[src/shared/link_ctrl_pkg.sv]
// Constants and types shared by the link fault and misc control block.
// Assumes an upstream serial control engine that delivers byte-wide
// register reads and writes as one-cycle strobes on the system clock.
package link_ctrl_pkg;

    // Register offsets
    localparam logic [7:0] OFS_FAULT_POLICY = 8'hB9;
    localparam logic [7:0] OFS_ENC_CHECK    = 8'hBA;
    localparam logic [7:0] OFS_SPARE_BB     = 8'hBB;
    localparam logic [7:0] OFS_FRAME_MIN    = 8'hBC;
    localparam logic [7:0] OFS_SPARE_BD     = 8'hBD;
    localparam logic [7:0] OFS_PULLDOWN     = 8'hBE;
    localparam logic [7:0] OFS_SPARE_BF     = 8'hBF;

    // Field widths and positions
    localparam int         LIMIT_W          = 4;
    localparam int         PIN_COUNT        = 7;
    localparam int         POS_ENC_DISABLE  = 7;

    // Values after reset
    localparam logic       RST_FILTER_WAIT  = 1'h1;
    localparam logic       RST_COUNT_EN     = 1'h1;
    localparam logic [3:0] RST_LIMIT        = 4'h3;
    localparam logic       RST_ENC_DISABLE  = 1'h0;
    localparam logic [6:0] RST_ENC_SPARE    = 7'h03;
    localparam logic [7:0] RST_SPARE_BB     = 8'h74;
    localparam logic [7:0] RST_FRAME_MIN    = 8'h80;
    localparam logic [7:0] RST_SPARE_BD     = 8'h00;
    localparam logic [6:0] RST_PULLDOWN_OFF = 7'h00;
    localparam logic [7:0] RST_SPARE_BF     = 8'h00;
    localparam logic [7:0] RST_LINK_INFO    = 8'h00;

    // Fault policy register layout
    typedef struct packed {
        logic [1:0]         spare;
        logic               filter_wait_error_ignore;
        logic               count_en;
        logic [LIMIT_W-1:0] link_fault_limit;
    } fault_policy_t;

    // Register request from the control bus engine
    typedef struct packed {
        logic       rd;
        logic       wr;
        logic [7:0] addr;
        logic [7:0] wdata;
    } reg_req_t;

    // Signals arriving from the forward-channel receiver, not yet synchronised
    typedef struct packed {
        logic       pix_clk;
        logic       parity_err;
        logic       clock_err;
        logic       control_err;
        logic       sampling_filter_wait;
        logic       lock_acquire;
        logic       frame_active;
        logic       info_valid;
        logic       info_crc_ok;
        logic [7:0] info_data;
    } link_in_t;

endpackage

[src/core/link_sync.sv]
// Two-stage synchroniser for a bundle of level signals.
// Assumes each bit is held long enough to be seen by the system clock.
`timescale 1ns/1ps
`default_nettype none
module link_sync #(
    parameter int W = 1
) (
    // Clock and reset
    input  wire logic         clk,
    input  wire logic         reset,
    // Data
    input  wire logic [W-1:0] d,
    output logic      [W-1:0] q
);
    typedef struct packed {
        logic [W-1:0] meta;
        logic [W-1:0] sync;
    } sync_state_t;

    sync_state_t s_q;
    sync_state_t s_d;

    // First stage feeds only the second stage
    always_comb begin
        s_d      = s_q;
        s_d.meta = d;
        s_d.sync = s_q.meta;
    end

    always_ff @(posedge clk or posedge reset) begin
        if (reset) begin
            s_q <= '0;
        end else begin
            s_q <= s_d;
        end
    end

    assign q = s_q.sync;
endmodule
`default_nettype wire

[src/core/frame_start_gate.sv]
// Frame-start generator for raw input mode.
// Assumes tick marks one forward-link clock period and frame_active is synchronised.
`timescale 1ns/1ps
`default_nettype none
module frame_start_gate (
    // Clock and reset
    input  wire logic       clk,
    input  wire logic       reset,
    // Link side
    input  wire logic       tick,
    input  wire logic       frame_active,
    input  wire logic       raw_mode,
    input  wire logic [7:0] min_span,
    // Event
    output logic            frame_start
);
    typedef struct packed {
        logic [7:0] span;
        logic       sent;
        logic       fs;
    } gate_state_t;

    gate_state_t g_q;
    gate_state_t g_d;
    logic [7:0]  span_inc;

    // Saturate so very long frames never wrap and fire twice
    assign span_inc = (g_q.span == 8'hFF) ? 8'hFF : g_q.span + 8'h01;

    // Count link periods of frame_active, fire once per frame
    always_comb begin
        g_d    = g_q;
        g_d.fs = 1'b0;
        if (!frame_active || !raw_mode) begin
            g_d.span = 8'h00;
            g_d.sent = 1'b0;
        end else if (tick) begin
            g_d.span = span_inc;
            if (!g_q.sent && span_inc >= min_span) begin
                g_d.fs   = 1'b1;
                g_d.sent = 1'b1;
            end
        end
    end

    always_ff @(posedge clk or posedge reset) begin
        if (reset) begin
            g_q <= '0;
        end else begin
            g_q <= g_d;
        end
    end

    assign frame_start = g_q.fs;
endmodule
`default_nettype wire

[src/core/link_fault_control.sv]
// Link fault policy, encoder check, frame-start gate and pulldown control.
// Assumes register strobes from the control bus engine on CLK_SYS and
// forward-channel signals from the receiver in its own clock domain.
// Behaviour
// - Link errors are counted only while the count enable bit is set; resets set.
// - With counting on, lock drops when the error count reaches the 4-bit limit.
// - With counting off, the first link error drops lock.
// - The error counter advances only on recovered pixel clock edges.
// - Parity, embedded clock and control bit failures all count as link errors.
// - When set, errors during the sampling filter wait are ignored; resets set.
// - Bit 7 disables the encoder CRC; with CRC on, failing packets update nothing.
// - Raw mode frame start comes only after frame_active held the set periods.
// - A pin's pulldown is on whenever the pin is neither an output nor forced off.
// - Seven pulldown-off bits force each pin's pulldown off when set; reset clear.
`timescale 1ns/1ps
`default_nettype none
module link_fault_control (
    // Clock and reset
    input  wire logic                               CLK_SYS,
    input  wire logic                               RESET,
    // Register access
    input  wire link_ctrl_pkg::reg_req_t            REG_REQ,
    output logic      [7:0]                         REG_RDATA,
    output logic                                    REG_RVALID,
    // Forward channel receiver
    input  wire link_ctrl_pkg::link_in_t            LINK_IN,
    input  wire logic                               RAW_MODE,
    output logic                                    LOCK,
    output logic      [link_ctrl_pkg::LIMIT_W-1:0]  ERR_COUNT,
    output logic      [7:0]                         LINK_INFO,
    output logic                                    FRAME_START,
    // Pin pads
    input  wire logic [link_ctrl_pkg::PIN_COUNT-1:0] PIN_OUT_MODE,
    output logic      [link_ctrl_pkg::PIN_COUNT-1:0] PULLDOWN_EN
);
    import link_ctrl_pkg::*;

    typedef struct packed {
        fault_policy_t          policy;
        logic                   enc_disable;
        logic [6:0]             enc_spare;
        logic [7:0]             spare_bb;
        logic [7:0]             frame_min;
        logic [7:0]             spare_bd;
        logic [PIN_COUNT-1:0]   pd_off;
        logic [7:0]             spare_bf;
        logic                   locked;
        logic [LIMIT_W-1:0]     err_cnt;
        logic                   tick_prev;
        logic                   acq_prev;
        logic                   info_prev;
        logic [7:0]             link_info;
        logic [PIN_COUNT-1:0]   pd_en;
        logic [7:0]             rdata;
        logic                   rvalid;
    } core_state_t;

    localparam core_state_t CORE_RESET = '{
        policy:      '{spare: 2'h0, filter_wait_error_ignore: RST_FILTER_WAIT,
                       count_en: RST_COUNT_EN, link_fault_limit: RST_LIMIT},
        enc_disable: RST_ENC_DISABLE,
        enc_spare:   RST_ENC_SPARE,
        spare_bb:    RST_SPARE_BB,
        frame_min:   RST_FRAME_MIN,
        spare_bd:    RST_SPARE_BD,
        pd_off:      RST_PULLDOWN_OFF,
        spare_bf:    RST_SPARE_BF,
        locked:      1'b0,
        err_cnt:     '0,
        tick_prev:   1'b0,
        acq_prev:    1'b0,
        info_prev:   1'b0,
        link_info:   RST_LINK_INFO,
        pd_en:       {PIN_COUNT{1'b1}},
        rdata:       8'h00,
        rvalid:      1'b0
    };

    core_state_t q;
    core_state_t d;
    link_in_t    lk;
    logic        tick;
    logic        acq_rise;
    logic        info_rise;
    logic        any_err;
    logic        ignore_err;
    logic        err_evt;
    logic [LIMIT_W-1:0] cnt_inc;
    logic        fs;

    // Register read decode; unmapped offsets read as zero
    function automatic logic [7:0] read_value(input core_state_t s, input logic [7:0] a);
        logic [7:0] v;
        v = 8'h00;
        case (a)
            OFS_FAULT_POLICY: v = {2'b00, s.policy.filter_wait_error_ignore,
                                   s.policy.count_en, s.policy.link_fault_limit};
            OFS_ENC_CHECK:    v = {s.enc_disable, s.enc_spare};
            OFS_SPARE_BB:     v = s.spare_bb;
            OFS_FRAME_MIN:    v = s.frame_min;
            OFS_SPARE_BD:     v = s.spare_bd;
            OFS_PULLDOWN:     v = {1'b0, s.pd_off};
            OFS_SPARE_BF:     v = s.spare_bf;
            default:          v = 8'h00;
        endcase
        return v;
    endfunction

    // Every receiver signal crosses into CLK_SYS before anything reads it
    link_sync #(.W($bits(link_in_t))) u_sync (
        .clk   (CLK_SYS),
        .reset (RESET),
        .d     (LINK_IN),
        .q     (lk)
    );

    // Pixel clock edges become one-cycle ticks; the error counter steps only on them
    assign tick      = lk.pix_clk && !q.tick_prev;
    assign acq_rise  = lk.lock_acquire && !q.acq_prev;
    assign info_rise = lk.info_valid && !q.info_prev;
    assign any_err   = lk.parity_err || lk.clock_err || lk.control_err;
    assign ignore_err = q.policy.filter_wait_error_ignore && lk.sampling_filter_wait;
    assign err_evt   = tick && any_err && !ignore_err;
    assign cnt_inc   = (q.err_cnt == {LIMIT_W{1'b1}}) ? q.err_cnt : q.err_cnt + 4'h1;

    always_comb begin
        d        = q;
        d.rvalid = 1'b0;
        // Register writes; read-only spare bits are not stored
        if (REG_REQ.wr) begin
            case (REG_REQ.addr)
                OFS_FAULT_POLICY: d.policy = fault_policy_t'({2'b00, REG_REQ.wdata[5:0]});
                OFS_ENC_CHECK: begin
                    d.enc_disable = REG_REQ.wdata[POS_ENC_DISABLE];
                    d.enc_spare   = REG_REQ.wdata[6:0];
                end
                OFS_SPARE_BB:  d.spare_bb  = REG_REQ.wdata;
                OFS_FRAME_MIN: d.frame_min = REG_REQ.wdata;
                OFS_SPARE_BD:  d.spare_bd  = REG_REQ.wdata;
                OFS_PULLDOWN:  d.pd_off    = REG_REQ.wdata[PIN_COUNT-1:0];
                OFS_SPARE_BF:  d.spare_bf  = REG_REQ.wdata;
                default: ;
            endcase
        end
        // Reads see the state before a same-cycle write
        if (REG_REQ.rd) begin
            d.rdata  = read_value(q, REG_REQ.addr);
            d.rvalid = 1'b1;
        end
        // Edge history for the synchronised receiver signals
        d.tick_prev = lk.pix_clk;
        d.acq_prev  = lk.lock_acquire;
        d.info_prev = lk.info_valid;
        // Lock supervision
        if (q.locked) begin
            if (!lk.lock_acquire) begin
                d.locked  = 1'b0;
                d.err_cnt = '0;
            end else if (err_evt) begin
                if (!q.policy.count_en) begin
                    d.locked  = 1'b0;
                    d.err_cnt = '0;
                end else if (cnt_inc >= q.policy.link_fault_limit) begin
                    d.locked  = 1'b0;
                    d.err_cnt = '0;
                end else begin
                    d.err_cnt = cnt_inc;
                end
            end else if (!q.policy.count_en) begin
                d.err_cnt = '0;
            end
        end else begin
            // Count starts fresh for the next lock period
            d.err_cnt = '0;
            if (acq_rise) begin
                d.locked = 1'b1;
            end
        end
        // Link information update gated by the encoder CRC result
        if (info_rise && (lk.info_crc_ok || q.enc_disable)) begin
            d.link_info = lk.info_data;
        end
        // Pulldown on unless pin drives or software forces it off
        d.pd_en = ~(PIN_OUT_MODE | q.pd_off);
    end

    always_ff @(posedge CLK_SYS or posedge RESET) begin
        if (RESET) begin
            q <= CORE_RESET;
        end else begin
            q <= d;
        end
    end

    // Raw mode frame start gate on the synchronised frame_active
    frame_start_gate u_fs (
        .clk          (CLK_SYS),
        .reset        (RESET),
        .tick         (tick),
        .frame_active (lk.frame_active),
        .raw_mode     (RAW_MODE),
        .min_span     (q.frame_min),
        .frame_start  (fs)
    );

    // Outputs straight from flip-flops
    assign LOCK        = q.locked;
    assign ERR_COUNT   = q.err_cnt;
    assign LINK_INFO   = q.link_info;
    assign FRAME_START = fs;
    assign PULLDOWN_EN = q.pd_en;
    assign REG_RDATA   = q.rdata;
    assign REG_RVALID  = q.rvalid;
endmodule
`default_nettype wire

[config.mk]
export PLATFORM = sky130hd
export DESIGN_NAME = link_fault_control
export DESIGN_NICKNAME = d
export VERILOG_FILES = /design/src/shared/link_ctrl_pkg.sv /design/src/core/link_sync.sv /design/src/core/frame_start_gate.sv /design/src/core/link_fault_control.sv
export SDC_FILE = /design/constraint.sdc
export NUM_CORES = 1
export LEC_CHECK = 0
export ABC_CLOCK_PERIOD_IN_PS = 6200
export CORE_MARGIN = 5
export CORE_UTILIZATION = 60
export CTS_BUF_LIST = sky130_fd_sc_hd__clkbuf_8
export DETAILED_ROUTE_END_ITERATION = 8
export DONT_BUFFER_PORTS = 1
export PLACE_DENSITY = 0.72
export SLEW_MARGIN = 0
export SYNTH_ARGS = -nofsm -noshare
export SYNTH_HDL_FRONTEND = slang
export SYNTH_SLANG_ARGS = --single-unit
[constraint.sdc]
create_clock -name CLK_SYS -period 6.2 [get_ports CLK_SYS]
set_input_delay 0 -clock CLK_SYS [delete_from_list [all_inputs] [get_ports CLK_SYS]]
set_output_delay 0 -clock CLK_SYS [all_outputs]
set_load 0.1 [all_outputs]
# == Word level (Yosys, flattened, before mapping) ==
# Index checks and enable logic that the tools add are counted.
# W data, S select, Z words.
# totals
regBits,129
out_inout_bits,30
word_cells,86
# classes
addsub,2
magnitude_cmp,2
eq_ne,10
n_mux,17
n_bitwise,2
reduce_logical,29
# ops
operator,count
$eq A8 B8 Y1 const B,8
$pmux W8 S7,1
$mux W4,4
$reduce_and A2 Y1,8
$mux W5,3
$mux W10,1
$mux W9,1
$add A8 B1 Y8 const B,1
$ge A8 B8 Y1,1
$logic_and A1 B1 Y1,8
$mux W8,1
$logic_not A1 Y1,7
$not A7 Y7,1
$or A7 B7 Y7,1
$mux W1,5
$add A4 B1 Y4 const B,1
$eq A4 B4 Y1 const B,1
$ge A4 B4 Y1,1
$logic_or A1 B1 Y1,4
$ne A4 B4 Y1 const B,1
$reduce_bool A2 Y1,2
$mux W2,1

# == Depth between registers and ports, before layout ==
# Gate-level depths: netlist of run 1.
# logic_depth
ltp_word,8
mapped_depth,12
mapped_depth_nobuf,11

# == Modules after synthesis ==
# From an unflattened synthesis of run 1, not the netlist that was laid out.
# unflattened
cells_unflattened,461
hier_area_um2,5880.6
# modules_own_cells
module,n_inst,cells_each,area_per_inst_um2,seq_area_each_um2
link_fault_control,1,328,4195.3,2149.6
link_sync,1,35,854.6,850.8
frame_start_gate,1,98,830.8,250.2

# == Least setup slack after synthesis of run 1 ==
# OpenSTA, ideal clock, no wires.
# synth_path
kind,reg2reg
from,register u_fs.g_q[2] (netlist name)
to,register u_fs.g_q[1] (netlist name)
arrival_ps,2256
slack_ps,3795
path_stages_with_launch,12
n_path_buf,1
synth_period_minus_slack_ps,2405
path_cell_list,dfrtp_1 > ha_1 > nand3_1 > nor2_1 > nand3_1 > buf_2 > and2_1 > ha_1 > o21ai_0 > a2111oi_0 > a2111oi_0 > o22ai_1
# synth_via
elab_chain_cells,6
# synth_rtl
item,line,rtl
start: declaration,frame_start_gate.sv:23,gate_state_t g_q;
start signal: assignment,frame_start_gate.sv:50,g_q <= g_d;
$add A8 B1 Y8 / $eq A8 B8 Y1 (equally long branches),frame_start_gate.sv:28,assign span_inc = (g_q.span == 8'hFF) ? 8'hFF : g_q.span + 8'h01;
$mux W8 (*),frame_start_gate.sv:28,
$ge A8 B8 Y1 (*),frame_start_gate.sv:39,if (!g_q.sent && span_inc >= min_span) begin
$logic_and A1 B1 Y1 (*),frame_start_gate.sv:39,
$reduce_bool A2 Y1 (no source line) (*),--,
$reduce_and A2 Y1 (no source line) (*),--,
# Mark *: on every way between the ends. The rest lies on a longest branch, timed or not.
# A chain may end at the register's enable or synchronous reset.

# == Worst setup path after layout of run 1 ==
# layout_path
from,"register q, in the netlist ERR_COUNT[0]"
to,"register q, in the netlist ERR_COUNT[0]"
# layout_via
elab_chain_cells,8
# layout_rtl
item,line,rtl
start: declaration,link_fault_control.sv:79,core_state_t q;
start signal: assignment,link_fault_control.sv:189,q <= CORE_RESET;
start signal: assignment,link_fault_control.sv:191,q <= d;
$add A4 B1 Y4 / $eq A4 B4 Y1 (equally long branches),link_fault_control.sv:124,assign cnt_inc = (q.err_cnt == {LIMIT_W{1'b1}}) ? q.err_cnt : q.err_cnt + 4'h1;
$mux W4 (*),link_fault_control.sv:124,
$ge A4 B4 Y1,link_fault_control.sv:163,end else if (cnt_inc >= q.policy.link_fault_limit) begin
$mux W4 (*),link_fault_control.sv:163,
$mux W5 (*),link_fault_control.sv:160,if (!q.policy.count_en) begin
$mux W4 (*),link_fault_control.sv:159,end else if (err_evt) begin
$mux W5 (*),link_fault_control.sv:156,if (!lk.lock_acquire) begin
$mux W5 (*),link_fault_control.sv:155,if (q.locked) begin
# Marks and branches as above.

==> metrics.md, run 1 <==
| Metric | Value |
|---|---|
| Slew of the pin with the lowest slew margin | `1050 ps` |
| CP Data Arrival Time | `between 3000 and 4000 ps` |
| Setup repair bufs after CTS | `0` |
| Setup Skew | `between 10 and 15 ps` |
| Cell mode on critical path | `ha_1` |
| Initial antenna violation count | `0` |
| CP top delay family | `flip-flops` |
| Dpl hpwl | `6830 um` |
| EDFF count, synth | `0` |
| Share of cells above drive strength 1 | `0.296` |
| CP Buf/Inv Count | `0` |
| Number of clock buffers inserted by TritonCTS | `17` |
| CTS sink cnt | `129` |
| Setup TNS | `0 ps` |
| Port buffer count | `0` |
| Dpl ws | `2750 ps` |
| Largest net degree at the start of global routing | `87` |
| Placed Area | `about 0.0056 mm2` |
| Highest clock rate | `287 MHz` |
| I/O pins | `75` |
| Initial Utilization | `0.615` |
| Syn Area/Cell | `13.1 um2` |
| Die extent in y | `107 um` |
| Fraction of registers with async set/reset | `1.00` |
| Register bit total from synthesis | `129` |
| Register area share after synthesis | `0.572` |
| Worst Hold Depth | `3` |
| Area growth syn-to-layout | `12.8%` |
| Worst Path Required | `approximately 6500 ps` |
| Peak supply drop | `about 0.21 mV` |
| Hold Vio Cnt, Final | `0` |
| R2R cell count | `9` |
| Total GRT Usage | `0.199` |
| Max Buffers Root-to-Sink | `2` |
| Leakage | `2.84 nW` |
| Min cycle time layout | `3490 ps` |
| Vias in the first global route | `about 3400` |
| First-pass GRT wire length | `17500 um` |
| DRT iter0 DRCs | `111` |
| Relative slew slack | `0.300` |
| Ys flop type | `dfrtp_1` |
| H-tree depth | `4` |
| Max Transition Viols Final | `0` |
| Syn Nets | `491` |
| CP endpoint kind | `flop` |
| Synthesized area | `0.00568 mm2` |
| WP depth | `9` |
| Final Cycle Share | `0.563` |
| Ant diodes | `0` |
| # placed instances | `526` |
| Root buffer cell | `clkbuf_8` |
| WL per Instance | `17.6 um` |
| Yosys cell types | `between 40 and 50` |
| CP cell instances | `ha_1 -> nand3_1 -> xnor2_1 -> ha_1 -> nand2b_1 -> a2111oi_4 -> o2111a_2 -> a41oi_1 -> mux2i_1` |
| Post-CTS resize count | `0` |
| Worst-path maximum fanout | `5` |
| Crit start category | `flop` |
| Nets | `516` |
| DR pass1 iterations | `4` |
| Final setup viols | `0` |
| Clock transition at path regs | `80 ps` |
| Mapped Cells | `around 430` |
| TritonCTS clock tree | `built` |
| Ys Warns | `0` |
| Outcome | `complete, no violations` |
| Gr ovfl total | `0` |
| Worst Hold Class | `primary input to flop` |
| Slowest cell on crit path | `dfrtp_1` |
| Final ANT Viol Nets | `0` |
| Routed via count | `3319` |
| DRC | `0` |
| Setup WS post-layout | `2710 ps` |
| DR vias/cell | `5.54` |
| Width of the die | `107 um` |
| CP peak stage delay | `between 1000 and 1500 ps` |
| RSZ-0062 raised after global routing | `no` |
| Full die area | `0.0115 mm2` |
| WL final | `10500 um` |
| Total power divided by cell area | `around 290 mW/mm2` |
| Setup Crit Path Kind | `flop to flop` |
| Post-route non-filler standard cell count | `599` |
| Clk Latency, worst-skew pair | `430 ps` |
| Core Footprint | `0.00924 mm2` |
| Max-cap check violation count | `0` |
| GP Congestion | `~0.83` |
| Final Instance Area | `about 0.0064 mm2` |
| Core Rows | `35` |
-- cell type report --
cell class,count,area (um2)
well taps,129,161
clock inverters,15,163
fillers,659,2830
flip-flops and latches,129,3250
clock buffers,17,234
repair buffers,42,418
multi-input cells,244,2090
inverters,23,88.8
-- power breakdown --
group / internal [W] / leakage [nW] / switching (W)
clock: 0.000337 / 0.207 / 0.000372
sequential: 0.000887 / 1.62 / 0.000125
combinational: 0.0000564 / 1.01 / 0.0000549
-- cells in the final DEF, fill, tap and decap left out, types with 7 or more instances in the layout --
| cell type | netlist | routed |
|---|---|---|
| dfrtp_1 | 111 | 111 |
| mux2_2 | 69 | 69 |
| dlygate4sd3_1 | 0 | 41 |
| nor2_1 | 25 | 25 |
| inv_1 | 23 | 22 |
| dfstp_2 | 18 | 18 |
| clkbuf_8 | 0 | 17 |
| nand2_1 | 14 | 14 |
| ha_1 | 14 | 14 |
| a21oi_1 | 12 | 12 |
| mux2i_1 | 9 | 9 |
| nand2b_1 | 8 | 8 |
| o21ai_0 | 8 | 8 |
| nand3_1 | 7 | 7 |
-- path summary, 6_finish.rpt --
check	start	end	slack, ps
max	ERR_COUNT[0]$_DFFE_PP0P_	ERR_COUNT[0]$_DFFE_PP0P_	2710
min	REG_REQ[10]	q[46]$_DFFE_PP0P_	30
max reg2reg	ERR_COUNT[0]$_DFFE_PP0P_	ERR_COUNT[0]$_DFFE_PP0P_	2710
min reg2reg	u_sync.s_d[13]$_DFF_PP0_	u_sync.q[13]$_DFF_PP0_	350
max in group asynchronous	RESET	q[34]$_DFFE_PP0P_	4710
min in group asynchronous	RESET	u_sync.q[16]$_DFF_PP0_	90
-- worst register-to-register path, cell delays in order, from the launching register on --
cell and delay, ps:
dfrtp_1 1040, ha_1 390, nand3_1 170, xnor2_1 230
ha_1 310, nand2b_1 180, a2111oi_4 390, o2111a_2 320
a41oi_1 150, mux2i_1 220
-- logic make-up after synthesis --
family	Yosys count	share of synthesized area
DFF	129	0.572
AOI/OAI and AO/OA	54	0.0685
muxes	83	0.172
and+or+nand+nor	88	0.0885
adders and majority gates	14	0.0308
xor gates and xnor gates	5	0.00771
buffers and inverters	59	0.0597
-- what timing repair did --
action                                  4_1_cts  5_1_grt
endpoints found under the hold margin       139        0
hold buffers                                 41        0
endpoints found under the setup margin        0        0
-- through the flow --
step	util	power [W]	hold WS, ps
after floorplan	-	0.00111	27.3
after global placement	0.606	0.00111	-46.4
after detailed placement	0.606	0.00111	-43.4
after CTS	0.693	0.00185	9.35
after global routing	0.693	0.00191	20.7
final	0.693	0.00183	30.4
-- routing by layer --
layer	routed length (um)	vias to the layer above	track usage
li1	-	1562	-
met1	4580	1661	0.260
met2	5160	77	0.318
met3	595	19	0.0564
met4	185	0	0.0740
met5	0	-	0
-- synthesized netlist by cell type, types with 2 or more instances --
master | instances | area share
nand2_1 | 14 | 0.0093
nor2_1 | 25 | 0.017
xnor2_1 | 4 | 0.0062
mux4_2 | 5 | 0.020
dfrtp_1 | 111 | 0.49
dfstp_2 | 18 | 0.083
o21a_1 | 2 | 0.0026
o221ai_1 | 2 | 0.0031
mux2_2 | 69 | 0.14
and3_1 | 3 | 0.0033
ha_1 | 14 | 0.031
nand3b_1 | 2 | 0.0026
nor3_1 | 5 | 0.0044
nor2_2 | 2 | 0.0022
nand4_1 | 2 | 0.0022
o21ai_0 | 8 | 0.0070
a22oi_1 | 4 | 0.0053
nor2b_1 | 5 | 0.0055
buf_4 | 30 | 0.040
a22o_1 | 3 | 0.0046
nor2_4 | 5 | 0.0099
nand2b_1 | 8 | 0.0088
and2_1 | 2 | 0.0022
nand3_1 | 7 | 0.0062
a21oi_1 | 12 | 0.011
and4_1 | 4 | 0.0062
a2111oi_0 | 2 | 0.0031
buf_2 | 4 | 0.0035
a31oi_1 | 5 | 0.0055
inv_1 | 23 | 0.015
o22ai_1 | 6 | 0.0066
mux2i_1 | 9 | 0.016
-- registers in the layout (all words and copies together) (netlist names) --
register	flops
u_fs.frame_start	1
q	56
REG_RDATA	8
u_fs.g_q	9
LINK_INFO	8
u_sync.s_d	17
REG_RVALID	1
LOCK	1
PULLDOWN_EN	7
u_sync.q	17
ERR_COUNT	4
No activity file was read; power rests on OpenSTA's default activity.
==> run 2, diff against run 1 <==
ABC_CLOCK_PERIOD_IN_PS = 3290   (was 6200)
clock period = 3.29 ns   (was 6.2 ns; I/O delays follow)
==> metrics.md, run 2 (synthesis results as in run 1) <==
| Metric | Value |
|---|---|
| DRC | `0` |
| Largest net degree at the start of global routing | `130` |
| DR pass1 iterations | `4` |
| Clk Latency, worst-skew pair | `450 ps` |
| Final ANT Viol Nets | `0` |
| Flop2flop setup slack | `between 400 and 500 ps` |
| Core Rows | `35` |
| CTS sink cnt | `between 100 and 150` |
| Most frequent cells in the layout | `111 x dfrtp_1, 69 x mux2_2, 43 x dlygate4sd3_1, 25 x nor2_1, 22 x inv_1` |
| Peak supply drop | `0.502 mV` |
| Initial Utilization | `0.615` |
| Root buffer cell | `clkbuf_8` |
| End point of the critical path | `u_fs.g_q[1]$_DFFE_PP0P_` |
| Total power divided by cell area | `537 mW/mm2` |
| WL final | `10800 um` |
| Full die area | `0.0115 mm2` |
| Commonest non-fill, non-tap cell in the layout | `dfrtp_1` |
| GP Congestion | `0.850` |
| Setup Skew | `18.2 ps` |
| Biggest register | `q` |
| Setup Crit Path Kind | `flop to flop` |
| Relative slew slack | `0.328` |
| Worst setup startpoint | `u_fs.g_q[2]$_DFFE_PP0P_` |
| R2R cell count | `10` |
| WL per Instance | `approximately 18 um` |
| DRT iter0 DRCs | `158` |
| TritonCTS clock tree | `built` |
| Dpl hpwl | `6850 um` |
| Vias in the first global route | `3673` |
| Worst Path Required | `approximately 3600 ps` |
| Crit start category | `flop` |
| Clock transition at path regs | `roughly 100 ps` |
| Min cycle time layout | `roughly 2900 ps` |
| Setup TNS | `0 ps` |
| Gr ovfl total | `0` |
| Worst Hold Class | `primary input to flop` |
| Core Footprint | `0.00924 mm2` |
| Reg-to-reg startpoint | `u_fs.g_q[2]$_DFFE_PP0P_` |
| First-pass GRT wire length | `18000 um` |
| Capturing point of the worst reg2reg path | `u_fs.g_q[1]$_DFFE_PP0P_` |
| Initial antenna violation count | `0` |
| Final setup viols | `0` |
| Worst Hold Depth | `3` |
| # placed instances | `531` |
| Max-cap check violation count | `0` |
| Worst-path maximum fanout | `12` |
| Post-route non-filler standard cell count | `606` |
| Number of clock buffers inserted by TritonCTS | `17` |
| Max Transition Viols Final | `0` |
| Hold Slack | `22.6 ps` |
| CP endpoint kind | `flop` |
| I/O pins | `75` |
| CP Data Arrival Time | `3170 ps` |
| Nets | `523` |
| Routed via count | `between 3000 and 4000` |
| Die extent in y | `107 um` |
| Max Buffers Root-to-Sink | `2` |
| Hold Vio Cnt, Final | `0` |
| Leakage | `just under 3 nW` |
| Setup WS post-layout | `about 430 ps` |
| Slew of the pin with the lowest slew margin | `992 ps` |
| Outcome | `complete, no violations` |
| Port buffer count | `0` |
| Area growth syn-to-layout | `14.5%` |
| Setup repair bufs after CTS | `0` |
| DR vias/cell | `roughly 5.6` |
| Total GRT Usage | `0.202` |
| Max reg flops | `56` |
| Highest clock rate | `between 300 and 400 MHz` |
| Final Cycle Share | `0.869` |
| Dpl ws | `422 ps` |
| Share of cells above drive strength 1 | `0.302` |
| Width of the die | `~110 um` |
| H-tree depth | `4` |
| Ant diodes | `0` |
| RSZ-0062 raised after global routing | `no` |
## run 2: cell types whose count changed in the layout (fill, tap and decap cells not counted), sizes merged
cell	change
buf	+5
bufinv	-1
clkinv	+2
dlygate4sd3	+2
inv	-3
clkinvlp	+2
## run 2: layout make-up
class,instances,area [um2]
clock buffers,17,234
inverters,23,90.1
flip-flops and latches,129,3250
clock inverters,15,188
multi-input cells,244,2090
repair buffers,49,488
fillers,644,2740
well taps,129,161
## run 2: routing by layer
layer  GRT usage  vias to the layer above  wire length [um]  part of all wire
li1            -                     1569                 -                 -
met1       0.256                     1730              4620              0.43
met2       0.332                      104              5380              0.50
met3      0.0690                       18               623             0.058
met4      0.0557                        0               155             0.014
met5           0                        -                 0                 0
## run 2: worst min path at each step
stage | startpoint | endpoint | slack (ps)
after CTS | REG_REQ[8] | q[38]$_DFFE_PP0P_ | 4
after global placement | PIN_OUT_MODE[6] | PULLDOWN_EN[6]$_DFF_PP1_ | 30
final | REG_REQ[8] | q[38]$_DFFE_PP0P_ | 20
after detailed placement | PIN_OUT_MODE[3] | PULLDOWN_EN[3]$_DFF_PP1_ | 30
after global routing | REG_REQ[16] | q[75]$_DFFE_PP0P_ | 1
after floorplan | PIN_OUT_MODE[0] | PULLDOWN_EN[0]$_DFF_PP1_ | 30
## run 2: what timing repair did
action                     CTS  global route
hold endpoints to repair   207             0
resized for setup            0             1
hold buffers                43             0
setup endpoints to repair    0             1
## run 2: critical path: stages, from the launching register on
cell and delay [ps]:
dfrtp_1 410, ha_1 280, nand3_1 140, nor2_1 170, nand3_1 350, and2_1 300
ha_1 260, o21ai_0 160, a2111oi_0 120, a2111oi_1 400, o22ai_1 120
## run 2: where the power goes
part / internal [W] / switching [W] / total, W
logic: 0.000110 / 0.000114 / 0.000224
clock network: 0.000588 / 0.000779 / 0.00137
registers: 0.00167 / 0.000228 / 0.00190
total: 0.00237 / 0.00112 / 0.00349
## run 2: per-stage QoR
| step | power, W | instance area (um2) | util |
|---|---|---|---|
| floorplan | 0.00210 | 5680 | - |
| global placement | 0.00209 | 5650 | 0.612 |
| detailed placement | 0.00210 | 5650 | 0.612 |
| CTS | 0.00352 | 6500 | 0.704 |
| global route | 0.00364 | 6500 | 0.704 |
| finish | 0.00349 | 6500 | 0.704 |
